## config.mk

```make
export PLATFORM = sky130hd
export DESIGN_NAME = timer_pin_io_control
export DESIGN_NICKNAME = d
export VERILOG_FILES = /design/src/core/timer_pin_io_control.v
export VERILOG_INCLUDE_DIRS = /design/src /design/src/core
export SDC_FILE = /design/constraint.sdc
export NUM_CORES = 1
export LEC_CHECK = 0
export BUFFER_PORTS_ARGS = -buffer_cell sky130_fd_sc_hd__buf_4
export CELL_PAD_IN_SITES_DETAIL_PLACEMENT = 1
export CELL_PAD_IN_SITES_GLOBAL_PLACEMENT = 2
export CORE_ASPECT_RATIO = 0.6
export CORE_MARGIN = 2
export CORE_UTILIZATION = 27
export CTS_BUF_LIST = sky130_fd_sc_hd__clkbuf_2
export DETAILED_ROUTE_END_ITERATION = 6
export PLACE_DENSITY = 0.85
export SLEW_MARGIN = 20
export SYNTH_ARGS = -nofsm -noshare
export SYNTH_HDL_FRONTEND = slang
export SYNTH_SLANG_ARGS = --single-unit
```

## constraint.sdc

```tcl
create_clock -name sys_clk -period 2.1 [get_ports sys_clk]
set_input_delay 0.105 -clock sys_clk [delete_from_list [all_inputs] [get_ports sys_clk]]
set_output_delay 0.105 -clock sys_clk [all_outputs]
set_load 0.005 [all_outputs]
```

## src/core/timer_pin_io_map.vh

```
// Purpose: Register map and field layout of the timer pin function block
// Assumes: 32-bit Avalon-MM data, byte addresses, one word per register
// Notes:   Included by the pin function block only
`ifndef TIMER_PIN_IO_MAP_VH
`define TIMER_PIN_IO_MAP_VH

// Bus geometry
`define TPIO_ADDR_W          5
`define TPIO_DATA_W          32
`define TPIO_BE_W            4

// Register byte offsets
`define TPIO_OFS_CH0_CTRL    5'h00
`define TPIO_OFS_CH1_CTRL    5'h04
`define TPIO_OFS_CH0_GEN_A   5'h08
`define TPIO_OFS_CH0_GEN_C   5'h0C
`define TPIO_OFS_CH1_GEN_A   5'h10
`define TPIO_OFS_STATUS      5'h14

// Control register layout
`define TPIO_CTRL_W          8
`define TPIO_CTRL_RESET      8'h00
`define TPIO_FIELD_W         4
`define TPIO_FIELD_A_LSB     0
`define TPIO_FIELD_C_LSB     4

// Function field bit positions
`define TPIO_FUNC_CAPTURE    3
`define TPIO_FUNC_PROHIBIT   2
`define TPIO_FUNC_INIT       2
`define TPIO_FUNC_BOTH       1

// Compare actions held in field bits 1:0
`define TPIO_ACT_OFF         2'h0
`define TPIO_ACT_LOW         2'h1
`define TPIO_ACT_HIGH        2'h2
`define TPIO_ACT_TOGGLE      2'h3

// General registers
`define TPIO_GEN_W           16
`define TPIO_GEN_RESET       16'hFFFF
`define TPIO_ENTRIES         3

// Status register layout
`define TPIO_STAT_LEVEL_LSB  0
`define TPIO_STAT_DRIVE_LSB  4
`define TPIO_STAT_BUFFER     8

`endif

```

## src/core/timer_pin_io_control.v

```verilog
// Purpose: Pin function selection for three timer general registers
// Assumes: Counter, compare-match strobes and buffer mode from the timer
// Notes:   Entry 0 is channel 0 register A, 1 is channel 0 register C,
//          2 is channel 1 register A
`include "timer_pin_io_map.vh"
`timescale 1ns/1ps
`default_nettype none

module timer_pin_io_control (
   // Clock and reset
   input  wire                       sys_clk,
   input  wire                       rst_n,
   // Avalon-MM slave
   input  wire [`TPIO_ADDR_W-1:0]    address,
   input  wire                       read,
   input  wire                       write,
   input  wire [`TPIO_DATA_W-1:0]    writedata,
   input  wire [`TPIO_BE_W-1:0]      byteenable,
   output reg  [`TPIO_DATA_W-1:0]    readdata,
   output wire                       waitrequest,
   // Timer core
   input  wire [`TPIO_GEN_W-1:0]     chan0Count,
   input  wire [`TPIO_GEN_W-1:0]     chan1Count,
   input  wire [`TPIO_ENTRIES-1:0]   compareMatch,
   input  wire                       bufferModeA,
   output wire [`TPIO_GEN_W-1:0]     chan0GeneralRegA,
   output wire [`TPIO_GEN_W-1:0]     chan0GeneralRegC,
   output wire [`TPIO_GEN_W-1:0]     chan1GeneralRegA,
   output wire [`TPIO_ENTRIES-1:0]   captureEvent,
   // Channel 0 pin A
   input  wire                       chan0PinAIn,
   output wire                       chan0PinAOut,
   output wire                       chan0PinAOeN,
   // Channel 0 pin C
   input  wire                       chan0PinCIn,
   output wire                       chan0PinCOut,
   output wire                       chan0PinCOeN,
   // Channel 1 pin A
   input  wire                       chan1PinAIn,
   output wire                       chan1PinAOut,
   output wire                       chan1PinAOeN
);

   // Bus handshake state
   reg                             ack_reg;
   wire                            busReq;
   wire                            busWrite;
   wire                            busRead;

   // Control registers
   reg  [`TPIO_CTRL_W-1:0]         chan0PinCtrlHigh_reg;
   reg  [`TPIO_CTRL_W-1:0]         chan1PinCtrl_reg;
   wire [4*`TPIO_FIELD_W-1:0]      fieldVec;
   wire [4*`TPIO_FIELD_W-1:0]      fieldNewVec;
   wire [`TPIO_ENTRIES-1:0]        fieldWr;

   // Per-entry vectors shared across the generate loop
   wire [`TPIO_ENTRIES-1:0]        pinInVec;
   wire [`TPIO_ENTRIES-1:0]        pinLevelVec;
   wire [`TPIO_ENTRIES-1:0]        pinOeNVec;
   wire [`TPIO_ENTRIES-1:0]        pinSyncVec;
   wire [`TPIO_ENTRIES-1:0]        capHitVec;
   wire [`TPIO_ENTRIES-1:0]        cmpHitVec;
   wire [`TPIO_ENTRIES-1:0]        genWr;
   wire [3*`TPIO_GEN_W-1:0]        genVec;
   wire [`TPIO_GEN_W-1:0]          genWrData;
   wire                            lowLane;
   wire                            lowWord;

   // Read mux
   reg  [`TPIO_DATA_W-1:0]         readValue;

   // One wait cycle, then the answer; keeps read data registered
   assign busReq      = read | write;
   assign waitrequest = busReq & ~ack_reg;
   assign busWrite    = write & ack_reg;
   assign busRead     = read & ~ack_reg;

   always @(posedge sys_clk) begin
      if (!rst_n) begin
         ack_reg <= 1'b0;
      end else if (ack_reg) begin
         ack_reg <= 1'b0;
      end else begin
         ack_reg <= busReq;
      end
   end

   // Byte lanes for the narrow registers
   assign lowLane   = byteenable[0];
   assign lowWord   = byteenable[0] & byteenable[1];
   assign genWrData = writedata[`TPIO_GEN_W-1:0];

   // Control registers; only the low lane carries them
   always @(posedge sys_clk) begin
      if (!rst_n) begin
         chan0PinCtrlHigh_reg <= `TPIO_CTRL_RESET;
         chan1PinCtrl_reg     <= `TPIO_CTRL_RESET;
      end else if (busWrite && lowLane) begin
         if (address == `TPIO_OFS_CH0_CTRL) begin
            chan0PinCtrlHigh_reg <= writedata[`TPIO_CTRL_W-1:0];
         end
         if (address == `TPIO_OFS_CH1_CTRL) begin
            chan1PinCtrl_reg <= {4'h0, writedata[`TPIO_FIELD_W-1:0]};
         end
      end
   end

   // Fields and their freshly written values, one nibble per entry
   assign fieldVec = {4'h0,
      chan1PinCtrl_reg[`TPIO_FIELD_A_LSB +: `TPIO_FIELD_W],
      chan0PinCtrlHigh_reg[`TPIO_FIELD_C_LSB +: `TPIO_FIELD_W],
      chan0PinCtrlHigh_reg[`TPIO_FIELD_A_LSB +: `TPIO_FIELD_W]};
   assign fieldNewVec = {4'h0,
      writedata[`TPIO_FIELD_A_LSB +: `TPIO_FIELD_W],
      writedata[`TPIO_FIELD_C_LSB +: `TPIO_FIELD_W],
      writedata[`TPIO_FIELD_A_LSB +: `TPIO_FIELD_W]};
   assign fieldWr[0] = busWrite & lowLane &
                       (address == `TPIO_OFS_CH0_CTRL);
   assign fieldWr[1] = fieldWr[0];
   assign fieldWr[2] = busWrite & lowLane &
                       (address == `TPIO_OFS_CH1_CTRL);

   // General register writes need both low lanes
   assign genWr[0] = busWrite & lowWord & (address == `TPIO_OFS_CH0_GEN_A);
   assign genWr[1] = busWrite & lowWord & (address == `TPIO_OFS_CH0_GEN_C);
   assign genWr[2] = busWrite & lowWord & (address == `TPIO_OFS_CH1_GEN_A);

   // Each register looks at its own pin
   assign pinInVec = {chan1PinAIn, chan0PinCIn, chan0PinAIn};

   genvar i;
   generate
      for (i = 0; i < `TPIO_ENTRIES; i = i + 1) begin : entry
         wire [`TPIO_FIELD_W-1:0] field;
         wire [`TPIO_FIELD_W-1:0] fieldNew;
         wire                     inhibit;
         wire                     cmpMode;
         wire                     capMode;
         wire                     rise;
         wire                     fall;
         wire                     edgeHit;
         wire [`TPIO_GEN_W-1:0]   count;
         wire                     bufLoad;
         wire                     bufShift;
         reg                      sync1_reg;
         reg                      sync2_reg;
         reg                      sync3_reg;
         reg                      level_reg;
         reg                      oeN_reg;
         reg  [`TPIO_GEN_W-1:0]   gen_reg;

         assign field    = fieldVec[i*`TPIO_FIELD_W +: `TPIO_FIELD_W];
         assign fieldNew = fieldNewVec[i*`TPIO_FIELD_W +: `TPIO_FIELD_W];

         // Register C is a buffer in buffer mode; its field only sets the undriven output level
         assign inhibit = (i == 1) ? bufferModeA : 1'b0;

         assign cmpMode = ~field[`TPIO_FUNC_CAPTURE];
         // 11xx falls in neither mode, so it does nothing at all
         assign capMode = field[`TPIO_FUNC_CAPTURE] &
                          ~field[`TPIO_FUNC_PROHIBIT];

         // Pin synchroniser; only the second and third stages are compared
         always @(posedge sys_clk) begin
            if (!rst_n) begin
               sync1_reg <= 1'b0;
               sync2_reg <= 1'b0;
               sync3_reg <= 1'b0;
            end else begin
               sync1_reg <= pinInVec[i];
               sync2_reg <= sync1_reg;
               sync3_reg <= sync2_reg;
            end
         end

         assign rise = sync2_reg & ~sync3_reg;
         assign fall = ~sync2_reg & sync3_reg;

         assign edgeHit = field[`TPIO_FUNC_BOTH] ? (rise | fall) :
                          field[0] ? fall :
                          rise;

         // No event of any kind from register C in buffer mode
         assign capHitVec[i] = capMode & edgeHit & ~inhibit;
         assign cmpHitVec[i] = cmpMode & compareMatch[i] & ~inhibit;

         assign count = (i == 2) ? chan1Count : chan0Count;

         // Buffer transfers between A and C of channel 0
         if (i == 0) begin : bufA
            assign bufLoad  = bufferModeA & cmpMode & compareMatch[0];
            assign bufShift = 1'b0;
         end else if (i == 1) begin : bufC
            assign bufLoad  = 1'b0;
            assign bufShift = bufferModeA & capHitVec[0];
         end else begin : bufNone
            assign bufLoad  = 1'b0;
            assign bufShift = 1'b0;
         end

         // Capture outranks a bus write landing in the same cycle
         always @(posedge sys_clk) begin
            if (!rst_n) begin
               gen_reg <= `TPIO_GEN_RESET;
            end else if (capHitVec[i]) begin
               gen_reg <= count;
            end else if (bufShift) begin
               gen_reg <= genVec[0 +: `TPIO_GEN_W];
            end else if (bufLoad) begin
               gen_reg <= genVec[`TPIO_GEN_W +: `TPIO_GEN_W];
            end else if (genWr[i]) begin
               gen_reg <= genWrData;
            end
         end

         // Pin level: initial level on field write, then match actions
         always @(posedge sys_clk) begin
            if (!rst_n) begin
               level_reg <= 1'b0;
            end else if (fieldWr[i] && !fieldNew[`TPIO_FUNC_CAPTURE] &&
                         fieldNew[1:0] != `TPIO_ACT_OFF) begin
               level_reg <= fieldNew[`TPIO_FUNC_INIT];
            end else if (cmpHitVec[i]) begin
               case (field[1:0])
                  `TPIO_ACT_LOW:    level_reg <= 1'b0;
                  `TPIO_ACT_HIGH:   level_reg <= 1'b1;
                  `TPIO_ACT_TOGGLE: level_reg <= ~level_reg;
                  default:          level_reg <= level_reg;
               endcase
            end
         end

         // Drive only in compare mode with an action chosen
         always @(posedge sys_clk) begin
            if (!rst_n) begin
               oeN_reg <= 1'b1;
            end else begin
               oeN_reg <= ~(cmpMode & (field[1:0] != `TPIO_ACT_OFF) &
                            ~inhibit);
            end
         end

         assign pinLevelVec[i] = level_reg;
         assign pinOeNVec[i]   = oeN_reg;
         assign pinSyncVec[i]  = sync2_reg;
         assign genVec[i*`TPIO_GEN_W +: `TPIO_GEN_W] = gen_reg;
      end
   endgenerate

   // Timer side
   assign chan0GeneralRegA = genVec[0 +: `TPIO_GEN_W];
   assign chan0GeneralRegC = genVec[`TPIO_GEN_W +: `TPIO_GEN_W];
   assign chan1GeneralRegA = genVec[2*`TPIO_GEN_W +: `TPIO_GEN_W];
   assign captureEvent     = capHitVec;

   // Pins
   assign chan0PinAOut = pinLevelVec[0];
   assign chan0PinAOeN = pinOeNVec[0];
   assign chan0PinCOut = pinLevelVec[1];
   assign chan0PinCOeN = pinOeNVec[1];
   assign chan1PinAOut = pinLevelVec[2];
   assign chan1PinAOeN = pinOeNVec[2];

   // Read mux; unmapped offsets read as zero
   always @* begin
      readValue = {`TPIO_DATA_W{1'b0}};
      case (address)
         `TPIO_OFS_CH0_CTRL:
            readValue[`TPIO_CTRL_W-1:0] = chan0PinCtrlHigh_reg;
         `TPIO_OFS_CH1_CTRL:
            readValue[`TPIO_CTRL_W-1:0] = chan1PinCtrl_reg;
         `TPIO_OFS_CH0_GEN_A:
            readValue[`TPIO_GEN_W-1:0] = genVec[0 +: `TPIO_GEN_W];
         `TPIO_OFS_CH0_GEN_C:
            readValue[`TPIO_GEN_W-1:0] = genVec[`TPIO_GEN_W +: `TPIO_GEN_W];
         `TPIO_OFS_CH1_GEN_A:
            readValue[`TPIO_GEN_W-1:0] =
               genVec[2*`TPIO_GEN_W +: `TPIO_GEN_W];
         `TPIO_OFS_STATUS: begin
            readValue[`TPIO_STAT_LEVEL_LSB +: `TPIO_ENTRIES] = pinSyncVec;
            readValue[`TPIO_STAT_DRIVE_LSB +: `TPIO_ENTRIES] = ~pinOeNVec;
            readValue[`TPIO_STAT_BUFFER] = bufferModeA;
         end
         default:
            readValue = {`TPIO_DATA_W{1'b0}};
      endcase
   end

   // Read data captured in the wait cycle, held until the next read
   always @(posedge sys_clk) begin
      if (!rst_n) begin
         readdata <= {`TPIO_DATA_W{1'b0}};
      end else if (busRead) begin
         readdata <= readValue;
      end
   end

endmodule

`default_nettype wire

```

==> results.py, run 1 <==
metrics = {
    "die": {
        "die_h_um": 110,
        "start_util": 0.277,
        "die_x_um": 181,
        "core_um2": 18200,
        "rows": 38,
        "pin_count": 174,
        "die-area_um2": 19800,
    },
    "synth": {
        "synth_edf_count": 0,
        "syn-mean-instance-area_um2": 9.23,
        "synth-seq-cells": 92,
        "netlist_instances": 547,
        "yosys.cell_types.count": 53,
        "syn_area_um2": 5050,
        "yosysWarnings": 0,
        "ys_async_sr_fraction": 0,
        "synth_top_area_cell": "dfxtp_1",
        "synth.top_cell.area_share": 0.365,
        "yosys-top-cells-area": "dfxtp_1, mux2i_1, mux2_2, nor2_1, a221oi_1",
        "ys_seq_area_frac": 0.365,
        "synth_ff_type": "dfxtp_1",
    },
    "timing": {
        "period_share": 1.01,
        "fmax_mhz": 469,
        "slew_viol_final": 0,
        "setup_violations": 1,
        "tightest_slew_ps": 530,
        "finalSetupTns_ps": -31.2,
        "clock_skew_ps": 54.0,
        "hold_viol_final": 0,
        "period_needed_ps": 2130,
        "setup_ws_ps": -31.2,
        "slew_headroom": 0.646,
        "rsz0062_at_grt": "yes",
    },
    "job": {
        "max_cap_violations": 0,
    },
    "global_routing": {
        "grt_pass1_wl_um": 32500,
        "antenna_found_initial": 0,
        "globalRouteOverflowTotal": 0,
        "grt_pass1_vias": 5610,
        "grt_usage": 0.211,
        "grt_max_degree": 37,
    },
    "status": {
        "outcome": "finished with violations",
        "violations": "negative setup slack",
    },
    "setup_path": {
        "worstPathRequired_ps": 2000,
        "ff2ff_path_depth": 9,
        "worstSetupPathType": "register to primary output",
        "timing.rr.end": "chan1GeneralRegA[14]",
        "rrSetupSlack_ps": 50,
        "end_kind": "primary output",
        "worstPathArrival_ps": 2030,
        "crit-reg2reg-launch": "entry[2].sync2_reg",
        "crit_path_start": "entry[2].sync2_reg",
        "crit_top_cell": "inv_4",
        "path_buf_inv": 4,
        "cp_slowest_stage_delay_ps": 460,
        "cp.depth": 7,
        "cp-endpoint": "captureEvent[2]",
        "crit_path_top_delay_cell": "dfxtp_4",
        "cp-start-kind": "register",
        "critical_path.top_delay_family": "flip-flops",
        "cp_cell_sequence": "inv_4 > ha_4 > mux2_4 > o2111ai_4 > buf_12 > inv_4 > buf_6",
        "critPathMaxFanout": 3,
    },
    "clocking": {
        "path_clk_slew_ps": 290,
        "ctsHtreeMaxLevel": 3,
        "root_buffer": "clkbuf_2",
        "cts_tree": "done",
        "clockBufferDepth": 2,
        "cts_sinks": 92,
        "clk_latency_ps": 580,
        "numCtsBuffers": 9,
    },
    "final_layout": {
        "nets": 836,
        "num_antenna_cells": 0,
        "final_util": 0.406,
        "drive_gt1_frac": 0.353,
        "stdcell_count": 991,
        "area_growth_pct": 46.4,
    },
    "pwr": {
        "power.total_mw": 3.40,
        "ir_drop_v": 0.000197,
        "p_leak_nw": 3.30,
        "power.density_nw_per_um2": 459,
    },
    "placed_design": {
        "portBuffers": 139,
        "dp_slack_ps": -5.48,
        "routabilityCongestion": 0.866,
        "place_hpwl_um": 15000,
        "place_inst": 903,
    },
    "detailed_routing": {
        "postRouteAntennaNets": 0,
        "drc_errors": 0,
        "avgRoutedWirePerCell_um": 21.4,
        "drtIter0Drc": 410,
        "routed_wl_um": 21200,
        "viasPerCell": 5.42,
        "vias": 5375,
        "drt-pass1-iter-count": 5,
    },
    "worst_hold_path": {
        "holdCritStartpoint": "compareMatch[0]",
        "min_path_type": "input port to register",
    },
}
final cells by class:
cell class	count	area (um2)
multi-input combinational	386	3010
sequential	92	1860
fill	2065	10800
timing repair buffer	239	2040
tap	240	300
inverter	18	80.1
clock inverter	6	46.3
clock buffer	10	50.0
how the worst min path moves through the flow:
stage	endpoint	cells after the start	slack (ps)
floorplan	entry[0].sync1_reg	1	230
global placement	entry[0].sync1_reg	2	320
detailed placement	entry[2].sync1_reg	2	320
CTS	readdata[0]	5	0.05
global route	readdata[0]	5	40
finish	chan0PinAOut	4	70
cells in the mapped netlist (all sizes together), types with 5 or more instances:
cell	n
nand3	23
and2	10
nand4	16
a221oi	16
o311ai	16
buf	31
nor3	21
o2bb2ai	6
clkbuf	35
inv	18
a31oi	5
ha	6
a22oi	10
mux2	27
mux2i	51
a222oi	6
a211oi	14
nand2	21
o211ai	20
nor2	49
dfxtp	92
a2bb2oi	16
layer usage:
metal | GRT usage | vias to the layer above | wire length (um)
li1 | - | 2431 | -
met1 | 0.290 | 2672 | 9850
met2 | 0.347 | 251 | 9650
met3 | 0.0447 | 21 | 1500
met4 | 0.0392 | 0 | 230
met5 | 0 | - | 0
kinds of logic (layout without fill, tap and decap cells):
group | count (synthesis) | after routing | synth area share
other cells | 1 | 16 | 0.000743
buf+inv | 84 | 273 | 0.0798
compound gates | 123 | 123 | 0.208
mux | 79 | 79 | 0.167
flops | 92 | 92 | 0.365
simple gates | 162 | 162 | 0.166
fa+ha+maj | 6 | 6 | 0.0149
placed cells by master, fill, tap and decap left out, types with 6 or more instances in the layout:
cell type,count
a22oi_1,10
clkbuf_2,10
conb_1,16
nor3_1,21
buf_4,166
o211ai_2,9
nor2_1,49
a222oi_1,6
mux2i_1,50
mux2_2,25
o2bb2ai_1,6
dlygate4sd3_1,61
nand3_1,22
nand2_1,21
a221oi_1,12
o311ai_1,15
inv_1,10
a211oi_1,14
a2bb2oi_1,16
nand4_1,16
o211ai_1,10
dfxtp_1,86
and2_1,10
metrics by stage:
stage,instance area [um2],hold slack [ps]
global placement,6400,320
CTS,7280,0.0516
detailed placement,6400,321
global route,7390,42.2
finish,7390,66.6
floorplan,5110,232
where the power goes:
group          total (mW)  internal [mW]  switching [mW]
Clock               0.851          0.169           0.682
Sequential           1.86           1.80          0.0540
Combinational       0.687          0.360           0.326
worst register-to-register path: cells and delay by family (launching register included):
kind                     cells  cell delay (ps)
flip-flops                   1              460
multiplexers                 2              480
adder cells (fa/ha/maj)      1              150
buffers and inverters        4              520
AO/OA/AOI/OAI                2              330
timing repair:
item                                    4_1_cts  5_1_grt
setup buffers                                 9        2
hold endpoints to repair                     75        1
pin swaps                                     7        4
resized for setup                            38       17
hold buffers                                 59        2
endpoints found under the setup margin       10       19
No activity file was read; power rests on OpenSTA's default activity.
==> inputs of run 2 (changes only) <==
MAX_ROUTING_LAYER = met4   (was not set)
==> results.py, run 2 (same netlist as run 1, synthesis figures left out) <==
metrics = {
    "status": {
        "outcome": "finished with violations",
        "violations": "negative setup slack",
    },
    "setup_path": {
        "worstPathArrival_ps": 2010,
        "critPathMaxFanout": 3,
        "worstPathRequired_ps": 2000,
        "cp-start-kind": "register",
        "end_kind": "primary output",
        "worstSetupPathType": "register to primary output",
    },
    "pwr": {
        "pwr-share-seq": 0.529,
        "p_int_mw": 2.45,
        "p_clk_frac": 0.271,
        "power.density_nw_per_um2": 470,
        "ir_drop_v": 0.000320,
        "power.total_mw": 3.51,
        "p_sw_mw": 1.07,
        "combPwrFrac": 0.201,
        "sw_frac_of_total": 0.303,
        "p_leak_nw": 3.36,
    },
    "placed_design": {
        "dp_slack_ps": -7.45,
        "routabilityCongestion": 0.875,
        "portBuffers": 139,
        "place_hpwl_um": 15100,
        "dpl_cell_area_um2": 6400,
    },
    "detailed_routing": {
        "routed_wl_um": 22000,
        "drc_errors": 0,
        "drtIter0Drc": 451,
        "viasPerCell": 5.46,
        "vias": 5457,
        "postRouteAntennaNets": 0,
        "drt-pass1-iter-count": 5,
        "avgRoutedWirePerCell_um": 22.0,
    },
    "final_layout": {
        "num_antenna_cells": 0,
        "nets": 845,
        "fin_area_um2": 7480,
        "area_growth_pct": 48.1,
        "drive_gt1_frac": 0.361,
        "mostFrequentLayoutCells": "buf_4, dfxtp_1, dlygate4sd3_1",
        "nFillCells": 2089,
        "final_util": 0.411,
        "final_common_cell": "buf_4",
    },
    "die": {
        "start_util": 0.277,
        "core_um2": 18200,
        "rows": 38,
        "pin_count": 174,
        "die-area_um2": 19800,
        "die_x_um": 181,
        "die_h_um": 110,
    },
    "global_routing": {
        "grt_usage": 0.225,
        "grt_pass1_vias": 5703,
        "antenna_found_initial": 0,
        "globalRouteOverflowTotal": 0,
        "grt_max_degree": 37,
        "grt_pass1_wl_um": 33500,
    },
    "timing": {
        "rsz0062_at_grt": "yes",
        "tightest_slew_ps": 523,
        "hold_viol_final": 0,
        "period_needed_ps": 2120,
        "setup_ws_ps": -16.3,
        "slew_viol_final": 0,
        "period_share": 1.01,
        "fmax_mhz": 473,
        "clock_skew_ps": 35.7,
        "setup_violations": 1,
        "slew_headroom": 0.648,
    },
    "clocking": {
        "clockBufferDepth": 2,
        "path_clk_slew_ps": 270,
        "ctsHtreeMaxLevel": 3,
        "cts_tree": "done",
        "cts_sinks": 92,
        "clk_latency_ps": 580,
        "numCtsBuffers": 9,
        "root_buffer": "clkbuf_2",
    },
    "job": {
        "max_cap_violations": 0,
    },
    "worst_hold_path": {
        "min_path_type": "input port to register",
    },
}
## run 2: cell types whose count changed in the layout (fill, tap and decap cells not counted), sizes merged
cell / delta
buf: +11
bufinv: +1
clkbuf: +1
clkinvlp: +1
dlygate4sd3: -3
inv: -2
## run 2: layout make-up
| class | count | area, um2 | share of cell area |
|---|---|---|---|
| clock buffer | 10 | 50.0 | 0.00669 |
| clock inverter | 6 | 65.1 | 0.00870 |
| inverter | 18 | 82.6 | 0.0110 |
| multi-input combinational | 386 | 3000 | 0.402 |
| sequential | 92 | 1860 | 0.249 |
| tap | 240 | 300 | 0.0402 |
| timing repair buffer | 248 | 2110 | 0.283 |
## run 2: through the flow
| stage | hold WS [ps] | cells | TNS [ps] |
|---|---|---|---|
| 5_1_grt | 40.3 | 1000 | -425 |
| 3_3_place_gp | 321 | 902 | 0 |
| 6_report | 20.1 | 1000 | -16.3 |
| 4_1_cts | 3.36 | 998 | -59.5 |
| 3_5_place_dp | 329 | 902 | -7.45 |
| 2_1_floorplan | 232 | 562 | 0 |
## run 2: power by group through the flow
| stage | Combinational [mW] | Sequential, mW | Clock (mW) |
|---|---|---|---|
| 5_1_grt | 0.758 | 1.87 | 1.02 |
| 3_3_place_gp | 0.557 | 1.88 | 0 |
| 4_1_cts | 0.688 | 1.86 | 0.962 |
| 3_5_place_dp | 0.577 | 1.89 | 0 |
| 6_report | 0.705 | 1.86 | 0.951 |
| 2_1_floorplan | 0.296 | 1.87 | 0 |
## run 2: worst paths after layout
kind | depth (start not counted) | end | slack (ps) | from
worst max register to register | 9 | chan0GeneralRegC[1] | 50 | entry[0].sync3_reg
worst min-delay path | 4 | chan1PinAOut | 20 | compareMatch[2]
worst min register to register | 1 | entry[2].sync2_reg | 490 | entry[2].sync1_reg
worst max-delay path | 7 | captureEvent[2] | -20 | entry[2].sync2_reg
## run 2: timing repair
action,CTS,global route
pin swaps,8,7
hold buffers,58,0
setup endpoints to repair,9,25
endpoints found under the hold margin,75,0
gates resized for setup,32,20
setup buffers,22,2
gates cloned,0,1
## run 2: worst max-delay path: stages, from the launching register on
cell and delay (ps):
dfxtp_4 450, inv_4 50, ha_4 150, mux2_4 260, o2111ai_4 260, buf_12 150
inv_4 30, buf_6 100
## run 2: layer usage
layer	track usage	share of wire	vias up
li1	-	-	2456
met2	0.363	0.46	222
met5	-	0	-
met1	0.297	0.47	2765
met4	0.0369	0.0083	0
met3	0.0450	0.063	14
